[src/verilog/accel_regs_defines.vh]
/*
 * Register offsets, field positions, reset values and timing counts for the
 * power, self-test, soft-reset and sample-queue register slice.
 * Assumes a 10 MHz sample clock and an 8-bit serial register access port.
 */
`ifndef ACCEL_REGS_DEFINES_VH
`define ACCEL_REGS_DEFINES_VH

// ----------------------------------------
// Register offsets
// ----------------------------------------
`define ADDR_POWER_MODE_CONTROL 7'h3f
`define ADDR_SELF_TEST_CONTROL 7'h40
`define ADDR_SOFT_RESET_COMMAND 7'h41
`define ADDR_SAMPLE_QUEUE_PORT 7'h42

// ----------------------------------------
// Reset values and codes
// ----------------------------------------
`define POWER_RESET 8'h00
`define SELFTEST_RESET 8'h00
`define SOFT_RESET_CODE 8'h52

// ----------------------------------------
// Field positions
// ----------------------------------------
`define BIT_FAST_SELECT 7
`define BIT_IMPACT_THRESH 5
`define BIT_SETTLE_SHORT 4
`define BIT_LOWPASS_BYPASS 3
`define BIT_HIGHPASS_BYPASS 2
`define BIT_SELFTEST_PASS 2
`define BIT_SELFTEST_DONE 1
`define BIT_SELFTEST_START 0
`define POWER_WRITE_MASK 8'hbf
`define SELFTEST_WRITE_MASK 8'h01

// ----------------------------------------
// Operating modes
// ----------------------------------------
`define MODE_STANDBY 2'h0
`define MODE_WAKEUP 2'h1
`define MODE_INSTANT_ON 2'h2
`define MODE_MEASURE 2'h3

// ----------------------------------------
// Timing
// ----------------------------------------
`define CLK_HZ 10000000
`define SETTLE_LONG_MS 370
`define SETTLE_SHORT_MS 16
`define SETTLE_LONG_CYCLES (`SETTLE_LONG_MS * (`CLK_HZ / 1000))
`define SETTLE_SHORT_CYCLES (`SETTLE_SHORT_MS * (`CLK_HZ / 1000))
`define SELFTEST_CYCLES 32'd20000

`endif

[src/verilog/power_selftest_fifo_regs.v]
/*
 * Power, self-test, soft-reset and sample-queue register slice.
 * Assumes the serial front end decodes frames into one-cycle access strobes
 * with an address, and that the queue presents its head word with a valid.
 * An access strobe that meets burstStart is dropped, since the pointer for
 * the new transaction is loaded on that very edge.
 * Read data is registered and stands from the edge after readStrobe until
 * the next read. Pops are combinational, so the queue sees them in the
 * reading cycle.
 * Soft reset clears every register here for one cycle but leaves the pin
 * reset synchroniser and the soft reset flop alone.
 * The long settling count runs to millions of cycles; hosts poll filterSettled.
 */
`timescale 1ns/1ps
`include "accel_regs_defines.vh"
module power_selftest_fifo_regs (
  // Clock and reset
  input wire clk,
  input wire rst_b,
  // Serial access strobes
  input wire burstStart,
  input wire [6:0] startAddr,
  input wire writeStrobe,
  input wire readStrobe,
  input wire [7:0] writeData,
  output reg [7:0] readData,
  output wire [6:0] currentAddr,
  // Sample queue
  input wire [15:0] queueWord,
  input wire queueValid,
  output wire queuePop,
  // Sensor controls
  output wire [1:0] operatingMode,
  output wire highpassBypass,
  output wire activityLowpassBypass,
  output wire settleShortSelect,
  output wire impactThresholdSelect,
  output wire twoWireFastSelect,
  output wire filterSettled,
  output wire selftestStimulus,
  input wire selftestResponseGood,
  output wire softResetPulse
);
  // ----------------------------------------
  // Reset synchronisation
  // ----------------------------------------
  reg rstMeta_b;
  reg rstHold_b;
  reg softReset;
  wire rstSync_b;

  // Release of rst_b passes two flops so it never lands close to an edge
  always @(posedge clk or negedge rst_b) begin
    if (!rst_b) begin
      rstMeta_b <= 1'b0;
      rstHold_b <= 1'b0;
    end else begin
      rstMeta_b <= 1'b1;
      rstHold_b <= rstMeta_b;
    end
  end

  // soft reset joins the synchronised reset
  // The pulse lives on the pin reset alone, so the clear it causes ends cleanly
  assign rstSync_b = rstHold_b & ~softReset;

  // ----------------------------------------
  // Address pointer
  // ----------------------------------------
  reg [6:0] addr;
  reg pinned;
  reg firstAccess;
  reg [1:0] byteIndex;
  reg [15:0] heldWord;
  wire access;
  wire writeTaken;
  wire readTaken;

  // A strobe that meets burstStart is dropped: the pointer is not loaded yet
  assign writeTaken = writeStrobe & ~burstStart;
  assign readTaken = readStrobe & ~burstStart;
  assign access = readTaken | writeTaken;
  assign currentAddr = addr;

  always @(posedge clk or negedge rstSync_b) begin
    if (!rstSync_b) begin
      addr <= 7'h00;
      pinned <= 1'b0;
      firstAccess <= 1'b0;
    end else if (burstStart) begin
      addr <= startAddr;
      // pointer held for bursts from the port
      // A pinned pointer never moves, so one burst can drain the queue
      pinned <= (startAddr == `ADDR_SAMPLE_QUEUE_PORT);
      // Marks the access that lands on startAddr itself
      firstAccess <= 1'b1;
    end else if (access) begin
      firstAccess <= 1'b0;
      if (!pinned) begin
        // increment continues past the port
        // The increment wraps at the top of the 7-bit map
        addr <= addr + 7'h01;
      end
    end
  end

  // ----------------------------------------
  // Power control register
  // ----------------------------------------
  reg [7:0] powerControl;
  wire hitPower;

  assign hitPower = writeTaken && (addr == `ADDR_POWER_MODE_CONTROL);

  always @(posedge clk or negedge rstSync_b) begin
    if (!rstSync_b) begin
      powerControl <= `POWER_RESET;
    end else if (hitPower) begin
      powerControl <= writeData & `POWER_WRITE_MASK;
    end
  end

  assign operatingMode = powerControl[1:0];
  assign highpassBypass = powerControl[`BIT_HIGHPASS_BYPASS];
  assign activityLowpassBypass = powerControl[`BIT_LOWPASS_BYPASS];
  assign settleShortSelect = powerControl[`BIT_SETTLE_SHORT];
  assign impactThresholdSelect = powerControl[`BIT_IMPACT_THRESH];
  assign twoWireFastSelect = powerControl[`BIT_FAST_SELECT];

  // Settling restarts whenever the part leaves standby or the filters change outside standby
  // Threshold and speed bits do not touch the filter path, so they never restart it
  reg [7:0] powerLast;
  reg settleStart;

  always @(posedge clk or negedge rstSync_b) begin
    if (!rstSync_b) begin
      powerLast <= `POWER_RESET;
      settleStart <= 1'b0;
    end else begin
      powerLast <= powerControl;
      settleStart <= (powerControl[4:0] != powerLast[4:0]) &&
        (powerControl[1:0] != `MODE_STANDBY);
    end
  end

  // filterSettled stays low through every count and rises when the count runs out
  settle_timer #(
    .LONG_CYCLES(`SETTLE_LONG_CYCLES),
    .SHORT_CYCLES(`SETTLE_SHORT_CYCLES)
  ) settleTimer (
    .clk(clk),
    .rstSync_b(rstSync_b),
    .start(settleStart),
    .shortSelect(settleShortSelect),
    .settled(filterSettled)
  );

  // ----------------------------------------
  // Self test
  // ----------------------------------------
  reg selftestStart;
  wire selftestDone;
  wire selftestPass;
  wire hitSelftest;

  // Only bit 0 is stored; the done and pass flags belong to the sequencer
  assign hitSelftest = writeTaken && (addr == `ADDR_SELF_TEST_CONTROL);

  always @(posedge clk or negedge rstSync_b) begin
    if (!rstSync_b) begin
      selftestStart <= 1'b0;
    end else if (hitSelftest) begin
      selftestStart <= writeData[`BIT_SELFTEST_START];
    end
  end

  // The sequencer watches for a rising start, so rewriting 1 mid-run does not restart it
  selftest_seq #(
    .RUN_CYCLES(`SELFTEST_CYCLES)
  ) selftestSeq (
    .clk(clk),
    .rstSync_b(rstSync_b),
    .runRequest(selftestStart),
    .responseGood(selftestResponseGood),
    .stimulus(selftestStimulus),
    .done(selftestDone),
    .passed(selftestPass)
  );

  // ----------------------------------------
  // Soft reset command
  // ----------------------------------------
  wire softResetWrite;

  // Any other code written here is ignored; the register reads as zero
  assign softResetWrite = writeTaken && (addr == `ADDR_SOFT_RESET_COMMAND) && (writeData == `SOFT_RESET_CODE);

  always @(posedge clk or negedge rst_b) begin
    if (!rst_b) begin
      softReset <= 1'b0;
    end else begin
      softReset <= softResetWrite;
    end
  end

  assign softResetPulse = softReset;

  // ----------------------------------------
  // Sample queue read port
  // ----------------------------------------
  wire portRead;
  wire directPortRead;
  wire popNow;

  // A pop serves three reads: high byte, low byte, then a zero filler
  assign portRead = readTaken && (addr == `ADDR_SAMPLE_QUEUE_PORT);
  assign directPortRead = portRead && (pinned || firstAccess);
  assign popNow = directPortRead && (byteIndex == 2'h0);
  // Pop needs a head word, so reading an empty queue cannot underflow it
  // one word per pop
  assign queuePop = popNow && queueValid;

  always @(posedge clk or negedge rstSync_b) begin
    if (!rstSync_b) begin
      byteIndex <= 2'h0;
      heldWord <= 16'h0000;
    end else if (burstStart) begin
      byteIndex <= 2'h0;
    end else if (directPortRead) begin
      if (popNow) begin
        // The copy feeds the low byte; an empty queue leaves it zero
        heldWord <= queueValid ? queueWord : 16'h0000;
      end
      byteIndex <= (byteIndex == 2'h2) ? 2'h0 : byteIndex + 2'h1;
    end
  end

  // ----------------------------------------
  // Read data
  // ----------------------------------------
  // Read data holds between reads so the front end may shift it out at leisure
  reg [7:0] next_readData;

  always @* begin
    next_readData = 8'h00;
    case (addr)
      `ADDR_POWER_MODE_CONTROL: begin
        next_readData = powerControl;
      end
      `ADDR_SELF_TEST_CONTROL: begin
        next_readData = {5'h00, selftestPass, selftestDone, selftestStart};
      end
      `ADDR_SAMPLE_QUEUE_PORT: begin
        if (directPortRead) begin
          case (byteIndex)
            2'h0: next_readData = queueValid ? queueWord[15:8] : 8'h00;
            2'h1: next_readData = heldWord[7:0];
            default: next_readData = 8'h00;
          endcase
        end
      end
      default: begin
        // Write-only and unmapped addresses read as zero
        next_readData = 8'h00;
      end
    endcase
  end

  always @(posedge clk or negedge rstSync_b) begin
    if (!rstSync_b) begin
      readData <= 8'h00;
    end else if (readTaken) begin
      readData <= next_readData;
    end
  end
endmodule

[src/verilog/settle_timer.v]
/*
 * Filter settling timer: counts the selected settling period after a start.
 * Assumes start is a one-cycle pulse in the sample clock domain.
 */
`timescale 1ns/1ps
`include "accel_regs_defines.vh"
module settle_timer #(
  parameter [31:0] LONG_CYCLES = `SETTLE_LONG_CYCLES,
  parameter [31:0] SHORT_CYCLES = `SETTLE_SHORT_CYCLES
) (
  // Clock and reset
  input wire clk,
  input wire rstSync_b,
  // Control
  input wire start,
  input wire shortSelect,
  // Status
  output reg settled
);
  reg [31:0] count;

  always @(posedge clk or negedge rstSync_b) begin
    if (!rstSync_b) begin
      count <= 32'h0000_0000;
      settled <= 1'b0;
    end else if (start) begin
      count <= shortSelect ? SHORT_CYCLES : LONG_CYCLES;
      settled <= 1'b0;
    end else if (count != 32'h0000_0000) begin
      count <= count - 32'h0000_0001;
      settled <= (count == 32'h0000_0001);
    end
  end
endmodule

[src/verilog/selftest_seq.v]
/*
 * Self-test sequencer: applies the stimulus for RUN_CYCLES while the start bit stays set, then
 * reports done and pass. Assumes the sensor core judges the response.
 */
`timescale 1ns/1ps
`include "accel_regs_defines.vh"
module selftest_seq #(
  parameter [31:0] RUN_CYCLES = `SELFTEST_CYCLES
) (
  // Clock and reset
  input wire clk,
  input wire rstSync_b,
  // Control
  input wire runRequest,
  input wire responseGood,
  // Status
  output reg stimulus,
  output reg done,
  output reg passed
);
  reg [31:0] count;
  reg runLast;

  always @(posedge clk or negedge rstSync_b) begin
    if (!rstSync_b) begin
      count <= 32'h0000_0000;
      runLast <= 1'b0;
      stimulus <= 1'b0;
      done <= 1'b0;
      passed <= 1'b0;
    end else begin
      runLast <= runRequest;
      if (runRequest && !runLast) begin
        stimulus <= 1'b1;
        count <= RUN_CYCLES;
        done <= 1'b0;
        passed <= 1'b0;
      end else if (!runRequest) begin
        stimulus <= 1'b0;
        count <= 32'h0000_0000;
      end else if (stimulus) begin
        count <= count - 32'h0000_0001;
        if (count == 32'h0000_0001) begin
          stimulus <= 1'b0;
          done <= 1'b1;
          passed <= responseGood;
        end
      end
    end
  end
endmodule

[config.mk]
export PLATFORM = sky130hd
export DESIGN_NAME = power_selftest_fifo_regs
export DESIGN_NICKNAME = d
export VERILOG_FILES = /design/src/verilog/power_selftest_fifo_regs.v /design/src/verilog/settle_timer.v /design/src/verilog/selftest_seq.v
export VERILOG_INCLUDE_DIRS = /design/src /design/src/verilog
export SDC_FILE = /design/constraint.sdc
export NUM_CORES = 1
export LEC_CHECK = 0
export BUFFER_PORTS_ARGS = -buffer_cell sky130_fd_sc_hd__buf_2
export CAP_MARGIN = 10
export CELL_PAD_IN_SITES_DETAIL_PLACEMENT = 2
export CELL_PAD_IN_SITES_GLOBAL_PLACEMENT = 2
export CORE_MARGIN = 8
export CORE_UTILIZATION = 40
export CTS_CLUSTER_SIZE = 12
export DETAILED_ROUTE_END_ITERATION = 10
export GPL_TIMING_DRIVEN = 0
export HOLD_SLACK_MARGIN = 0.08
export PLACE_DENSITY = 0.86
export SYNTH_ARGS = -nofsm -noshare
export SYNTH_HDL_FRONTEND = slang
export SYNTH_SLANG_ARGS = --single-unit
[constraint.sdc]
create_clock -name clk -period 13.1 [get_ports clk]
set_input_delay 2.62 -clock clk [delete_from_list [all_inputs] [get_ports clk]]
set_output_delay 2.62 -clock clk [all_outputs]
set_load 0.02 [all_outputs]
After elaboration in Yosys (flattened, before gate mapping)
Index checks and enable logic that the tools add are counted.

Output and inout bits: 26. Flip-flop bits (word level): 113. Logic and storage cells: 100. Bits of input ports: 38.

Reductions and logical operators: 24. Equality and inequality tests: 13. Mux-type cells: 33. Bitwise operators: 6. Add/subtract/negate cells: 4.

Operator list (count): two-way mux 32 bit (5); equality test 32 x 1 -> 1 bit, second input constant (2); subtractor 32 x 1 -> 32 bit, second input constant (2); nonzero test 32 bit (1); equality test 7 bit, second input constant (4); two-way mux 8 bit (3); one-hot mux 8 bit (3 select lines) (1); two-way mux 22 bit (1); two-way mux 7 bit (3); two-way mux 1 bit (16); one-hot mux 8 bit (2 select lines) (1); nonzero test 2 bit (7); logical AND 1 bit (10); equality test 8 x 7 -> 1 bit, second input constant (1); adder 7 x 1 -> 7 bit, second input constant (1); equality test 7 x 6 -> 1 bit, second input constant (1); two-way mux 2 bit (3); AND reduction 3 bit (2); != test 5 bit (1); AND 1 bit (3); != test 3 x 1 -> 1 bit, second input constant (1); adder 2 x 1 -> 2 bit, second input constant (1); equality test 2 x 1 -> 1 bit, second input constant (1); equality test 2 bit, second input constant (1); 7 further kinds (8).

Longest topological paths before layout
Depth in word-level cells: 6. Gate-level depth with buffers: 9. Depth with buffers taken out: 7.

Cells and area by module
A second synthesis with hierarchy kept.

Cell total of the unflattened synthesis: 601. Area, all modules: 5970.7 µm².

By module, submodules not included: power_selftest_fifo_regs (cells each 208, area an instance 2159.6 µm², sequential area each 1101.1 µm², times used 1); settle_timer (cells each 202, area an instance 1966.9 µm², sequential area each 825.8 µm², times used 1); selftest_seq (cells each 191, area an instance 1844.3 µm², sequential area each 900.9 µm², times used 1).

Least setup slack after synthesis
Ideal clock, no wire load.

Path kind: input to output. From: input burstStart. To: output queuePop. Arrival: 3.490 ns. Stages on the path: 5. Path buffers: 2. Data required time: 10.480 ns. Slack: 6.990 ns. Path through: nand2b_1 clkbuf_1 nor3_1 and4_1 clkbuf_1.

Longest elaborated chain between the ends: 6.

RTL lines: from (decl) (RTL line power_selftest_fifo_regs.v:21) `input wire burstStart,`; inverter 1 bit (no source line); AND 1 bit (RTL line power_selftest_fifo_regs.v:81) `assign readTaken = readStrobe & ~burstStart;`; logical AND 1 bit (RTL line power_selftest_fifo_regs.v:216) `` assign portRead = readTaken && (addr == `ADDR_SAMPLE_QUEUE_PORT); ``; logical AND 1 bit (RTL line power_selftest_fifo_regs.v:217) `assign directPortRead = portRead && (pinned || firstAccess);`; logical AND 1 bit (RTL line power_selftest_fifo_regs.v:218) `assign popNow = directPortRead && (byteIndex == 2'h0);`; logical AND 1 bit (RTL line power_selftest_fifo_regs.v:221) `assign queuePop = popNow && queueValid;`; to (decl) (RTL line power_selftest_fifo_regs.v:31) `output wire queuePop,`.

Every way passes these cells.

Final worst setup path
Same ends and word-level chain as after synthesis.

==> metrics.md <==
| Metric | Value |
|---|---|
| # DRC | `0` |
| DPL Wire Length | `13.1 mm` |
| Power per Cell Area | `174 mW/mm^2` |
| Cells along the critical path | `buf_2, nand2b_1, clkbuf_1, nor3_1, and4_1, clkbuf_1, buf_2` |
| Root buf cell | `clkbuf_16` |
| Die area | `0.0184 mm^2` |
| I/O Pins | `64` |
| Netlist cell types | `60` |
| Fmax | `147 MHz` |
| Headroom to the max-slew limit | `0.280` |
| CTS max path bufs | `2` |
| Initial antenna violation count | `0` |
| Largest fanout on the critical path | `7` |
| Status | `completed` |
| Commonest non-fill, non-tap cell in the layout | `dfrtp_1` |
| Layout area overhead | `21.0%` |
| Die width | `136 um` |
| Vias in the first global route | `6,265` |
| Post-CTS resize count | `0` |
| VDD IR max | `0.0779 mV` |
| Number of synthesized flops with an enable pin | `0` |
| Reg clk slew, reported paths | `0.06 ns` |
| Post-synth ARST share | `1.00` |
| Crit path launch type | `primary input` |
| Worst setup margin | `6.32 ns` |
| Worst Skew | `0.00768 ns` |
| Largest net degree at the start of global routing | `33` |
| Crit. End Element | `output pin` |
| Fin area | `0.00693 mm^2` |
| DRT Pass-1 Iters | `5` |
| Pleak | `3.09 nW` |
| CP max stage cell | `clkbuf_1` |
| Max Slew Vio Count | `0` |
| Hold_ws | `0.374 ns` |
| Critical path arrival | `4.16 ns` |
| FF+latch count, synth | `113` |
| Pre-CTS setup slack | `6.38 ns` |
| First-pass GRT wire length | `37.1 mm` |
| Final std cells w/o fill | `858` |
| Cells after synthesis | `580` |
| Total Nets Final | `712` |
| Syn nets | `627` |
| Final setup violation count | `0` |
| CTS buffer count | `17` |
| Part of the Yosys area used for sequential elements | `0.494` |
| Antenna diode count | `0` |
| HP Class | `reg2reg` |
| Placed instance area | `0.00634 mm^2` |
| Layout cells sized above 1 | `0.183` |
| Grt ovf | `0` |
| Final min period | `6.78 ns` |
| Worst path required time | `10.48 ns` |
| Die Y | `136 um` |
| Setup CP Type | `in2out` |
| Worst Tran Pin Value | `1.08 ns` |
| CTS tree | `yes` |
| Routed len/inst | `26.9 um` |
| Antenna Violating Nets Remaining | `0` |
| Row count | `43` |
| CP max stage delay | `0.31 ns` |
| Synthesized area per cell | `9.88 um^2` |
| Final Util | `0.498` |
| Most common flop cell mapped by yosys | `dfrtp_1` |
| GR Util All Layers | `0.264` |
| Post-placement cell count | `826` |
| Total number of vias | `5,327` |
| Yosys warns | `0` |
| Most frequent cells in the layout | `dfrtp_1 (113), buf_2 (65), nand2_1 (56)` |
| CORE AREA | `0.0139 mm^2` |
| Design Power | `1.21 mW` |
| DRT iter0 DRCs | `374` |
| GP Congestion | `0.803` |
| Fin crit share | `0.518` |
| Initial Util | `0.411` |
| Vias/cell | `6.21` |
| RSZ-0062 raised after global routing | `no` |
| Routed wire length | `23.1 mm` |
| Post-CTS Hold Buffers | `0` |
| TNS Setup | `0 ns` |
| Synthesized area | `0.00573 mm^2` |
| Final hold violation count | `0` |
| Number of post-CTS setup repair buffers | `0` |
| Clock latency on the worst-skew pair | `0.43 ns` |
| Max Cap Violations | `0` |
| Clock sink total | `113` |
| Max H-tree Level | `4` |
| PortBufs | `62` |
## worst paths after layout
kind | from | depth (start not counted) | end | slack [ns]
max | burstStart | 7 | queuePop | 6.32
min | selftestStart | 0 | selftestSeq.runLast | 0.37
max reg2reg | selftestSeq.count[6] | 6 | selftestSeq.count[17] | 10.05
min reg2reg | selftestStart | 0 | selftestSeq.runLast | 0.37
max in group asynchronous | rst_b | 1 | rstHold_b | 10.96
min in group asynchronous | rstHold_b | 1 | settleTimer.count[6] | 0.46
## report_power, final
group / switching (mW) / total (mW) / internal, mW
clock: 0.179 / 0.486 / 0.307
sequential: 0.0552 / 0.443 / 0.388
combinational: 0.175 / 0.277 / 0.102
total: 0.409 / 1.21 / 0.797
## logic make-up after synthesis
group                    synth area share
AO/OA/AOI/OAI                       0.120
flip-flops                          0.494
XOR/XNOR                           0.0581
other                            0.000655
multiplexers                       0.0325
buffers and inverters              0.0293
AND/OR/NAND/NOR                     0.246
adder cells (fa/ha/maj)            0.0197
## flip-flops by register name, indices dropped and copies added (netlist names), 2 cells and up
name / cells
selftestSeq.count: 32
settleTimer.count: 32
heldWord: 8
readData: 8
currentAddr: 7
powerControl: 7
powerLast: 5
byteIndex: 2
## synthesized netlist by cell type (3+ instances only)
library cell,number,area share
and4_1,4,0.0061
o31ai_1,3,0.0039
nor3b_1,3,0.0039
nand3_1,10,0.0087
o41ai_1,4,0.0061
a22oi_1,8,0.010
a21boi_0,4,0.0052
dfrtp_1,113,0.49
clkbuf_1,20,0.013
buf_6,3,0.0059
inv_1,11,0.0072
xor2_1,13,0.020
or4_1,12,0.016
and3_1,5,0.0055
a222oi_1,4,0.0070
or3_1,22,0.024
mux2_2,9,0.018
nand2_1,56,0.037
xnor2_1,25,0.038
nor2b_1,7,0.0076
o21ai_0,40,0.035
nor2_1,51,0.033
nand4_1,8,0.0087
nor4bb_1,3,0.0052
nor4_1,19,0.021
a31oi_1,4,0.0044
a21oi_1,32,0.028
mux2_1,4,0.0079
mux2i_1,4,0.0070
ha_1,9,0.020
nand2b_1,4,0.0044
nand3b_1,6,0.0079
a32o_1,3,0.0052
nand4b_1,3,0.0046
nor3_1,18,0.016
and2_1,3,0.0033
## cell type report
type                            count  area (um^2)
Multi-Input combinational cell    430         2740
Inverter                           11         41.3
Clock inverter                     11          136
Clock buffer                       21          460
Fill cell                        1409         7000
Tap cell                          180          225
Sequential cell                   113         2830
Buffer                             26          126
Timing Repair Buffer               66          375
## per-layer routing
layer  wire [um]  vias to the layer above  track usage
met4         948                        0        0.148
met2       11600                      205        0.437
li1            -                     2277            -
met1        9380                     2772        0.305
met3        1150                       73       0.0660
met5           0                        -            0
## worst max-delay path, delay by kind of cell
kind,cells,cell delay [ns]
buf+inv,4,0.91
simple gates,3,0.63
No activity file was read; power rests on OpenSTA's default activity.
